--- src/design/link_regs_defines.svh ---
// Constants for the link capability, control and status register group
// How it works
// (RULE1) Capabilities top byte reads port number zero.
// (RULE2) Bandwidth notify, link-active report and surprise-down capability bits read zero.
// (RULE3) L1 exit latency field reads fixed code 101b.
// (RULE4) L0s exit latency field reads fixed code 101b.
// (RULE5) Power-state support field reads 01b, L0s only.
// (RULE6) Maximum link width field reads 01h, one lane.
// (RULE7) Maximum link speed field reads 0001b, 2.5 Gbps.
// (RULE8) Autonomous bandwidth enable set: status rising raises an interrupt.
// (RULE9) Bandwidth management enable set: status rising raises an interrupt.
// (RULE10) Autonomous width disable bit always reads zero.
// (RULE11) Clock power management enable forced zero when capability absent.
// (RULE12) Extended sync: 4096 FTS, one SKP, 1024 TS1; resets to zero.
// (RULE13) Software sets common clock bit to match shared reference clock.
// (RULE14) Retrain and link disable bits stored but never acted upon.
// (RULE15) Read completion boundary accepts writes but reads zero.
// (RULE16) Power-state control: 00 none, 01 L0s, 10 L1, 11 both.
// (RULE17) Slot clock status bit is strapped at reset from the platform.
// (RULE18) Link training bit reads one while training runs.
// (RULE19) Training error sets on error, clears on normal L0 entry.
// (RULE20) Negotiated width reads 000001b.
// (RULE21) Negotiated speed reads 0001b.
// (RULE22) Status bits 15 to 13 are read-only; writes ignored.
`ifndef LINK_REGS_DEFINES_SVH
`define LINK_REGS_DEFINES_SVH

`define IDX_CAP 6'h0c
`define IDX_CTRL 6'h10
`define IDX_STAT 6'h12

`define CAP_PORT_NUM 8'h00
`define CAP_L1_EXIT 3'h5
`define CAP_L0S_EXIT 3'h5
`define CAP_ASPM_SUP 2'h1
`define CAP_MAX_WIDTH 6'h01
`define CAP_MAX_SPEED 4'h1
`define STAT_NEG_WIDTH 6'h01
`define STAT_NEG_SPEED 4'h1

`define CTRL_ABW_IE 11
`define CTRL_BWM_IE 10
`define CTRL_CLKPM 8
`define CTRL_EXT_SYNC 7
`define CTRL_COMMON_CLK 6
`define CTRL_RETRAIN 5
`define CTRL_DISABLE 4

`define CTRL_RESET 16'h0000

`define EXT_FTS_COUNT 13'h1000
`define EXT_TS1_COUNT 11'h400

`define RESP_OKAY 2'h0
`define RESP_SLVERR 2'h2

`endif

--- src/design/link_regs_pkg.sv ---
// Types for the link capability, control and status register group
package link_regs_pkg;

    typedef enum logic [1:0] {
        SEL_CAP,
        SEL_CTRL,
        SEL_STAT,
        SEL_NONE
    } sel_e;

    typedef struct packed {
        logic aw_hold;
        logic [7:0] aw_addr;
        logic w_hold;
        logic [31:0] w_data;
        logic [3:0] w_strb;
        logic bvalid;
        logic [1:0] bresp;
        logic rvalid;
        logic [31:0] rdata;
        logic [1:0] rresp;
        logic abw_ie;
        logic bwm_ie;
        logic clk_pm_en;
        logic ext_sync;
        logic common_clk;
        logic retrain;
        logic link_dis;
        logic [1:0] aspm;
        logic train_err;
        logic link_train;
        logic dll_active;
        logic abw_st;
        logic bwm_st;
        logic abw_irq;
        logic bwm_irq;
        logic [1:0] slot_sync;
        logic [1:0] clkpm_sync;
        logic slot_clk;
        logic clk_pm_cap;
        logic straps_taken;
    } regs_s;

endpackage

--- src/design/link_regs.sv ---
// Link capability, control and status registers behind an AXI4-Lite slave
`timescale 1ns/1ps
`include "link_regs_defines.svh"

module link_regs #(
    parameter logic [12:0] FTS_NORMAL = 13'h0ff,
    parameter logic [10:0] TS1_NORMAL = 11'h010
) (
    // Clock and reset
    input wire logic clk,
    input wire logic rst,
    // AXI4-Lite write address
    input wire logic awvalid,
    output logic awready,
    input wire logic [7:0] awaddr,
    input wire logic [2:0] awprot,
    // AXI4-Lite write data
    input wire logic wvalid,
    output logic wready,
    input wire logic [31:0] wdata,
    input wire logic [3:0] wstrb,
    // AXI4-Lite write response
    output logic bvalid,
    input wire logic bready,
    output logic [1:0] bresp,
    // AXI4-Lite read address
    input wire logic arvalid,
    output logic arready,
    input wire logic [7:0] araddr,
    input wire logic [2:0] arprot,
    // AXI4-Lite read data
    output logic rvalid,
    input wire logic rready,
    output logic [31:0] rdata,
    output logic [1:0] rresp,
    // Link core status, same clock
    input wire logic link_training,
    input wire logic train_error_evt,
    input wire logic l0_normal_evt,
    input wire logic dll_active,
    input wire logic abw_status,
    input wire logic bwm_status,
    // Board straps, asynchronous pins
    input wire logic slot_clk_pin,
    input wire logic clk_pm_cap_pin,
    // Link control outputs
    output logic aspm_l0s_en,
    output logic aspm_l1_en,
    output logic common_clk,
    output logic ext_sync,
    output logic clk_pm_en,
    output logic skp_before_l0,
    output logic [12:0] fts_count,
    output logic [10:0] ts1_l1_count,
    // Bandwidth interrupt requests
    output logic abw_irq,
    output logic bwm_irq
);
    import link_regs_pkg::*;

    ////////////////////////////////////////////////////////////////////////

    regs_s s_q;
    regs_s s_d;
    sel_e wsel;
    sel_e rsel;
    logic do_write;
    logic [15:0] ctrl_new;

    ////////////////////////////////////////////////////////////////////////

    // Address decode shared by both channels
    function automatic sel_e decode(input logic [7:0] addr);
        sel_e sel;
        if (addr == {`IDX_CAP, 2'b00}) begin
            sel = SEL_CAP;
        end else if (addr == {`IDX_CTRL, 2'b00}) begin
            sel = SEL_CTRL;
        end else if (addr == {`IDX_STAT, 2'b00}) begin
            sel = SEL_STAT;
        end else begin
            sel = SEL_NONE;
        end
        return sel;
    endfunction

    function automatic logic [31:0] cap_word(input regs_s s);
        logic [31:0] w;
        w = 32'h0000_0000;
        w[31:24] = `CAP_PORT_NUM; // RULE1
        w[21] = 1'b0; // RULE2
        w[20] = 1'b0; // RULE2
        w[19] = 1'b0; // RULE2
        w[18] = s.clk_pm_cap;
        w[17:15] = `CAP_L1_EXIT; // RULE3
        w[14:12] = `CAP_L0S_EXIT; // RULE4
        w[11:10] = `CAP_ASPM_SUP; // RULE5
        w[9:4] = `CAP_MAX_WIDTH; // RULE6
        w[3:0] = `CAP_MAX_SPEED; // RULE7
        return w;
    endfunction

    function automatic logic [15:0] ctrl_word(input regs_s s);
        logic [15:0] w;
        w = 16'h0000;
        w[`CTRL_ABW_IE] = s.abw_ie;
        w[`CTRL_BWM_IE] = s.bwm_ie;
        w[9] = 1'b0; // RULE10
        w[`CTRL_CLKPM] = s.clk_pm_en;
        w[`CTRL_EXT_SYNC] = s.ext_sync;
        w[`CTRL_COMMON_CLK] = s.common_clk;
        w[`CTRL_RETRAIN] = s.retrain;
        w[`CTRL_DISABLE] = s.link_dis;
        w[3] = 1'b0; // RULE15
        w[1:0] = s.aspm;
        return w;
    endfunction

    function automatic logic [15:0] stat_word(input regs_s s);
        logic [15:0] w;
        w = 16'h0000;
        w[15] = s.abw_st;
        w[14] = s.bwm_st;
        w[13] = s.dll_active;
        w[12] = s.slot_clk; // RULE17
        w[11] = s.link_train; // RULE18
        w[10] = s.train_err; // RULE19
        w[9:4] = `STAT_NEG_WIDTH; // RULE20
        w[3:0] = `STAT_NEG_SPEED; // RULE21
        return w;
    endfunction

    ////////////////////////////////////////////////////////////////////////

    // Ready while the holding slot is empty and no response is pending
    assign awready = !s_q.aw_hold && !s_q.bvalid;
    assign wready = !s_q.w_hold && !s_q.bvalid;
    assign arready = !s_q.rvalid;

    assign wsel = decode(s_q.aw_addr);
    assign rsel = decode(araddr);
    assign do_write = s_q.aw_hold && s_q.w_hold;

    // Byte lanes 0 and 1 carry the control word
    always_comb begin
        ctrl_new = ctrl_word(s_q);
        if (s_q.w_strb[0]) begin
            ctrl_new[7:0] = s_q.w_data[7:0];
        end
        if (s_q.w_strb[1]) begin
            ctrl_new[15:8] = s_q.w_data[15:8];
        end
    end

    ////////////////////////////////////////////////////////////////////////

    always_comb begin
        s_d = s_q;

        // Write channel capture, either order
        if (awvalid && awready) begin
            s_d.aw_hold = 1'b1;
            s_d.aw_addr = awaddr;
        end
        if (wvalid && wready) begin
            s_d.w_hold = 1'b1;
            s_d.w_data = wdata;
            s_d.w_strb = wstrb;
        end

        // Commit once both halves are held
        if (do_write) begin
            s_d.aw_hold = 1'b0;
            s_d.w_hold = 1'b0;
            s_d.bvalid = 1'b1;
            s_d.bresp = `RESP_OKAY;
            unique case (wsel)
                SEL_CTRL: begin
                    s_d.abw_ie = ctrl_new[`CTRL_ABW_IE];
                    s_d.bwm_ie = ctrl_new[`CTRL_BWM_IE];
                    s_d.clk_pm_en = ctrl_new[`CTRL_CLKPM] & s_q.clk_pm_cap; // RULE11
                    s_d.ext_sync = ctrl_new[`CTRL_EXT_SYNC];
                    s_d.common_clk = ctrl_new[`CTRL_COMMON_CLK]; // RULE13
                    s_d.retrain = ctrl_new[`CTRL_RETRAIN]; // RULE14
                    s_d.link_dis = ctrl_new[`CTRL_DISABLE]; // RULE14
                    s_d.aspm = ctrl_new[1:0];
                end
                // Read-only words swallow the write quietly
                SEL_CAP, SEL_STAT: begin
                    s_d.bresp = `RESP_OKAY; // RULE22
                end
                SEL_NONE: begin
                    s_d.bresp = `RESP_SLVERR;
                end
            endcase
        end
        if (s_q.bvalid && bready) begin
            s_d.bvalid = 1'b0;
        end

        // Read: data registered one cycle after the address is taken
        if (s_q.rvalid && rready) begin
            s_d.rvalid = 1'b0;
        end
        if (arvalid && arready) begin
            s_d.rvalid = 1'b1;
            s_d.rresp = `RESP_OKAY;
            unique case (rsel)
                SEL_CAP: begin
                    s_d.rdata = cap_word(s_q);
                end
                SEL_CTRL: begin
                    s_d.rdata = {16'h0000, ctrl_word(s_q)};
                end
                SEL_STAT: begin
                    s_d.rdata = {16'h0000, stat_word(s_q)};
                end
                SEL_NONE: begin
                    s_d.rdata = 32'h0000_0000;
                    s_d.rresp = `RESP_SLVERR;
                end
            endcase
        end

        // Clock power management drops if the capability strap is absent
        if (!s_q.clk_pm_cap) begin
            s_d.clk_pm_en = 1'b0; // RULE11
        end

        // Link core status follows the core, software cannot touch it
        s_d.link_train = link_training; // RULE18
        s_d.dll_active = dll_active; // RULE22
        s_d.abw_st = abw_status; // RULE22
        s_d.bwm_st = bwm_status; // RULE22

        // Error set wins over a same-cycle normal L0 entry
        if (l0_normal_evt) begin
            s_d.train_err = 1'b0; // RULE19
        end
        if (train_error_evt) begin
            s_d.train_err = 1'b1; // RULE19
        end

        // One-cycle requests on a rising status bit
        s_d.abw_irq = s_q.abw_ie && abw_status && !s_q.abw_st; // RULE8
        s_d.bwm_irq = s_q.bwm_ie && bwm_status && !s_q.bwm_st; // RULE9

        // Straps: two flops, then frozen once after reset release
        s_d.slot_sync = {s_q.slot_sync[0], slot_clk_pin};
        s_d.clkpm_sync = {s_q.clkpm_sync[0], clk_pm_cap_pin};
        if (!s_q.straps_taken) begin
            s_d.slot_clk = s_q.slot_sync[1]; // RULE17
            s_d.clk_pm_cap = s_q.clkpm_sync[1];
            s_d.straps_taken = 1'b1;
        end
    end

    ////////////////////////////////////////////////////////////////////////

    // Sync flops stay free running so the straps settle during reset
    always_ff @(posedge clk) begin
        if (rst) begin
            s_q <= '0;
            s_q.abw_ie <= 1'b0;
            s_q.ext_sync <= 1'b0; // RULE12
            s_q.slot_sync <= s_d.slot_sync;
            s_q.clkpm_sync <= s_d.clkpm_sync;
        end else begin
            s_q <= s_d;
        end
    end

    ////////////////////////////////////////////////////////////////////////

    assign bvalid = s_q.bvalid;
    assign bresp = s_q.bresp;
    assign rvalid = s_q.rvalid;
    assign rdata = s_q.rdata;
    assign rresp = s_q.rresp;

    // Control decode toward the link core
    assign aspm_l0s_en = s_q.aspm[0]; // RULE16
    assign aspm_l1_en = s_q.aspm[1]; // RULE16
    assign common_clk = s_q.common_clk;
    assign clk_pm_en = s_q.clk_pm_en;
    assign ext_sync = s_q.ext_sync;
    // Longer sequences trade exit time for better bit and symbol lock
    assign skp_before_l0 = s_q.ext_sync; // RULE12
    assign fts_count = s_q.ext_sync ? `EXT_FTS_COUNT : FTS_NORMAL; // RULE12
    assign ts1_l1_count = s_q.ext_sync ? `EXT_TS1_COUNT : TS1_NORMAL; // RULE12

    assign abw_irq = s_q.abw_irq;
    assign bwm_irq = s_q.bwm_irq;

endmodule

--- config.mk ---
export PLATFORM = sky130hd
export DESIGN_NAME = link_regs
export DESIGN_NICKNAME = d
export VERILOG_FILES = /design/src/design/link_regs_pkg.sv /design/src/design/link_regs.sv
export VERILOG_INCLUDE_DIRS = /design/src /design/src/design
export SDC_FILE = /design/constraint.sdc
export NUM_CORES = 1
export LEC_CHECK = 0
export ABC_AREA = 1
export BUFFER_PORTS_ARGS = -buffer_cell sky130_fd_sc_hd__buf_2
export CORE_ASPECT_RATIO = 1.1
export CORE_MARGIN = 2
export CORE_UTILIZATION = 49
export DETAILED_ROUTE_END_ITERATION = 10
export GPL_TIMING_DRIVEN = 0
export PLACE_DENSITY = 0.85
export SYNTH_ARGS = -nofsm -noshare
export SYNTH_HDL_FRONTEND = slang
export SYNTH_SLANG_ARGS = --single-unit
--- constraint.sdc ---
create_clock -name clk -period 2.8 [get_ports clk]
set_input_delay 0.42 -clock clk [delete_from_list [all_inputs] [get_ports clk]]
set_output_delay 0.42 -clock clk [all_outputs]
set_load 0.03 [all_outputs]
==> flow_summary.json <==
{
  "tritoncts": "built",
  "largest_register": "s_q",
  "seq_area_frac_synth_pct": 44.2,
  "synthFlopType": "sky130_fd_sc_hd__dfxtp_1",
  "design.die.area_um2": 6450,
  "detail-route-antenna-nets": 0,
  "multi_input_area_um2": 1080,
  "clkSinkCount": 63,
  "globalRoute.busiestLayer": "met2",
  "cell_internal_pwr_mw": 1.61,
  "maxSlewHeadroom_pct": 64.3,
  "setup-tns-final_ns": 0,
  "worst_skew_pair.late_latency_ns": 0.34,
  "vdd_drop_max_v": 0.000539,
  "final_core_utilization_pct": 64.9,
  "synth.top_cells.by_count": "71 x sky130_fd_sc_hd__nor2_1, 63 x sky130_fd_sc_hd__dfxtp_1, 60 x sky130_fd_sc_hd__buf_4, 52 x sky130_fd_sc_hd__nand2_1, 29 x sky130_fd_sc_hd__inv_1",
  "num-nets-final": 577,
  "outcome": "complete, no violations",
  "hpwl_um": 4670,
  "fill_cells": 490,
  "yosysTopAreaCell": "sky130_fd_sc_hd__dfxtp_1",
  "routed_wire_length_per_instance_um": 10.6,
  "cap_violations": 0,
  "synth.ff_latch_count": 63,
  "detailedPlace.worstSlack_ns": 1.32,
  "area_delta_synth_final_pct": 29.5,
  "placement.io_buffers": 81,
  "timing.fmax_ghz": 0.575,
  "clockPowerShare_pct": 40.5,
  "ctsLongestPathBuffers": 2,
  "cts_resized": 0,
  "yosys_warnings": 0,
  "critical_path.endpoint_type": "output port",
  "post_synth_inst_count": 381,
  "power.density_nw_per_um2": 593,
  "grt_first_pass_wirelength_um": 10100,
  "power.share.combinational_pct": 15.0,
  "worstPathMaxFanout": 9,
  "timing.final.hold_violations": 0,
  "synth.top_cell.area_share_pct": 44.2,
  "seqPwrFrac_pct": 44.5,
  "worst_path_largest_cell_delay_ns": 0.46,
  "detailedRoute.firstPassIterationCount": 4,
  "critical_path_arrival_ns": 1.32,
  "cts_post_setup_buffers_inserted": 0,
  "postPlaceCellArea_um2": 3470,
  "globalRouteTotalUtil_pct": 19.5,
  "period_needed_ns": 1.74,
  "grt_antenna_before_repair": 0,
  "layout_setup_ws_ns": 1.06,
  "crit_chain": "inv_1, buf_4, buf_2",
  "largest_register_ff_count": 35,
  "pin_slew_with_the_least_headroom_to_its_limit_ns": 0.533,
  "drt_drc_violations_left": 0,
  "num_rows": 29,
  "launch_point_of_the_critical_path": "ext_sync$_SDFFE_PP0P_",
  "totalWireLength_um": 6230,
  "grt_max_degree": 11,
  "sw_frac_of_total_pct": 26.3,
  "seqCellArea_um2": 1260,
  "ratio_of_routed_vias_to_standard_cells": 4.44,
  "synth.avg_cell_area_um2": 7.49,
  "fin_skew_ns": 0.00385,
  "critical_path_required_ns": 2.38,
  "initialDrtViolationCount": 101,
  "post_layout_nonfiller_instances": 586,
  "grt_setup_unrepaired": "false",
  "grt_util_met2_pct": 35.6,
  "critPathKind": "flop to output port",
  "number_of_distinct_library_cells_after_synthesis": 26,
  "floorplan.die.height_um": 84.0,
  "setup-violations-final": 0,
  "starting_utilization_of_the_core_area_pct": 50.1,
  "min_path_type": "primary input to flop",
  "ys_async_rst_share_pct": 0,
  "antenna_cells": 0,
  "synthMostInstantiatedCell": "sky130_fd_sc_hd__nor2_1",
  "fp.dieW_um": 76.8,
  "critPathCapture": "fts_count[7]",
  "min_from": "slot_clk_pin",
  "globalRouteMet1Util_pct": 20.9,
  "htree_levels": 3,
  "synth_top_cells_by_area": "sky130_fd_sc_hd__dfxtp_1 44%, sky130_fd_sc_hd__buf_4 16%, sky130_fd_sc_hd__nor2_1 9.3%, sky130_fd_sc_hd__nand2_1 6.8%, sky130_fd_sc_hd__nand3_1 4.9%",
  "holdBufCountCts": 0,
  "gpl_congestion": 0.885,
  "reg2reg_from": "rvalid$_SDFFE_PP0P_",
  "final_layout_size_suffix_gt1_share_pct": 34.0,
  "cts_buffers": 9,
  "timing.final.crit_share_pct": 62.2,
  "finalInstanceArea_um2": 3700,
  "cts_root_buf": "sky130_fd_sc_hd__clkbuf_8",
  "timing.rr.end": "rdata[1]$_SDFFE_PP0P_",
  "synth_edf_count": 0,
  "worst_path_max_delay_cell": "sky130_fd_sc_hd__dfxtp_1",
  "synth.cell_area_um2": 2850,
  "first_global_vias": 2346,
  "core_region_area_um2": 5700,
  "finalMaxSlewViolations": 0,
  "setup.reg_to_reg.worst_slack_ns": 1.57,
  "post-place-cells": 570,
  "grt_use_met3_pct": 6.39,
  "clk_transition_reported_paths_ns": 0.06,
  "io_pins": 146,
  "worst-r2r-cell-count": 6,
  "p_switching_mw": 0.577,
  "leakage_nw": 1.90,
  "worst_setup_path_start_kind": "flop",
  "overflow": 0,
  "via_count": 2604
}
-- cell usage in the layout (no fill, tap or decap), types with 2 or more instances in the layout --
cell type,instances
sky130_fd_sc_hd__clkbuf_1,5
sky130_fd_sc_hd__inv_1,29
sky130_fd_sc_hd__dfxtp_1,63
sky130_fd_sc_hd__inv_2,2
sky130_fd_sc_hd__nand4_1,3
sky130_fd_sc_hd__nand2_1,52
sky130_fd_sc_hd__nor2_4,2
sky130_fd_sc_hd__clkbuf_8,11
sky130_fd_sc_hd__nand3_1,28
sky130_fd_sc_hd__o21ai_0,25
sky130_fd_sc_hd__bufinv_16,2
sky130_fd_sc_hd__nor2_1,71
sky130_fd_sc_hd__buf_2,88
sky130_fd_sc_hd__conb_1,32
sky130_fd_sc_hd__buf_4,60
sky130_fd_sc_hd__a21oi_1,23
-- stage by stage --
step / total power [mW] / hold slack (ns)
final: 2.19 / 0.182
after CTS: 2.20 / 0.174
after global placement: 1.31 / 0.312
after floorplan: 1.24 / 0.310
after global routing: 2.28 / 0.168
after detailed placement: 1.32 / 0.313
-- power by group through the flow --
stage	sequential (mW)	combinational [mW]	clock (mW)
6_report	0.975	0.329	0.887
3_5_place_dp	0.994	0.327	0
5_1_grt	0.981	0.363	0.933
2_1_floorplan	0.991	0.251	0
3_3_place_gp	0.992	0.320	0
4_1_cts	0.975	0.328	0.892
-- logic make-up after synthesis --
| kind of cell | count (synthesis) | share of synthesized area, % |
|---|---|---|
| compound gates | 52 | 9.51 |
| flops | 63 | 44.2 |
| buf+inv | 104 | 22.2 |
| simple gates | 161 | 24.0 |
| other cells | 1 | 0.131 |
-- per-layer routing --
metal | vias to the layer above | wire, µm
met5 | - | 0
met4 | 0 | 80
met3 | 7 | 431
met2 | 85 | 3140
met1 | 1157 | 2580
li1 | 1355 | -
-- cell type report --
type / instances / share of cell area (%)
Buffer: 72 / 13.9
Inverter: 32 / 3.25
Sequential cell: 63 / 34.1
Clock buffer: 13 / 4.30
Clock inverter: 3 / 1.76
Timing Repair Buffer: 81 / 11.0
Tap cell: 77 / 2.61
Multi-Input combinational cell: 245 / 29.1
-- worst min-delay path by stage --
| stage | end | slack (ns) | depth (start not counted) |
|---|---|---|---|
| global route | s_d[6]$_DFF_P_ | 0.17 | 1 |
| global placement | s_q[6]$_DFF_P_ | 0.31 | 0 |
| finish | s_d[6]$_DFF_P_ | 0.18 | 1 |
| CTS | s_d[6]$_DFF_P_ | 0.17 | 1 |
| floorplan | s_q[4]$_DFF_P_ | 0.31 | 0 |
| detailed placement | s_q[4]$_DFF_P_ | 0.31 | 0 |
-- critical path, delay by kind of cell, from the launching register on --
kind | cells | cell delay (ns)
buf+inv | 3 | 0.52
flops | 1 | 0.46
Power figures use the tool's default switching activity.
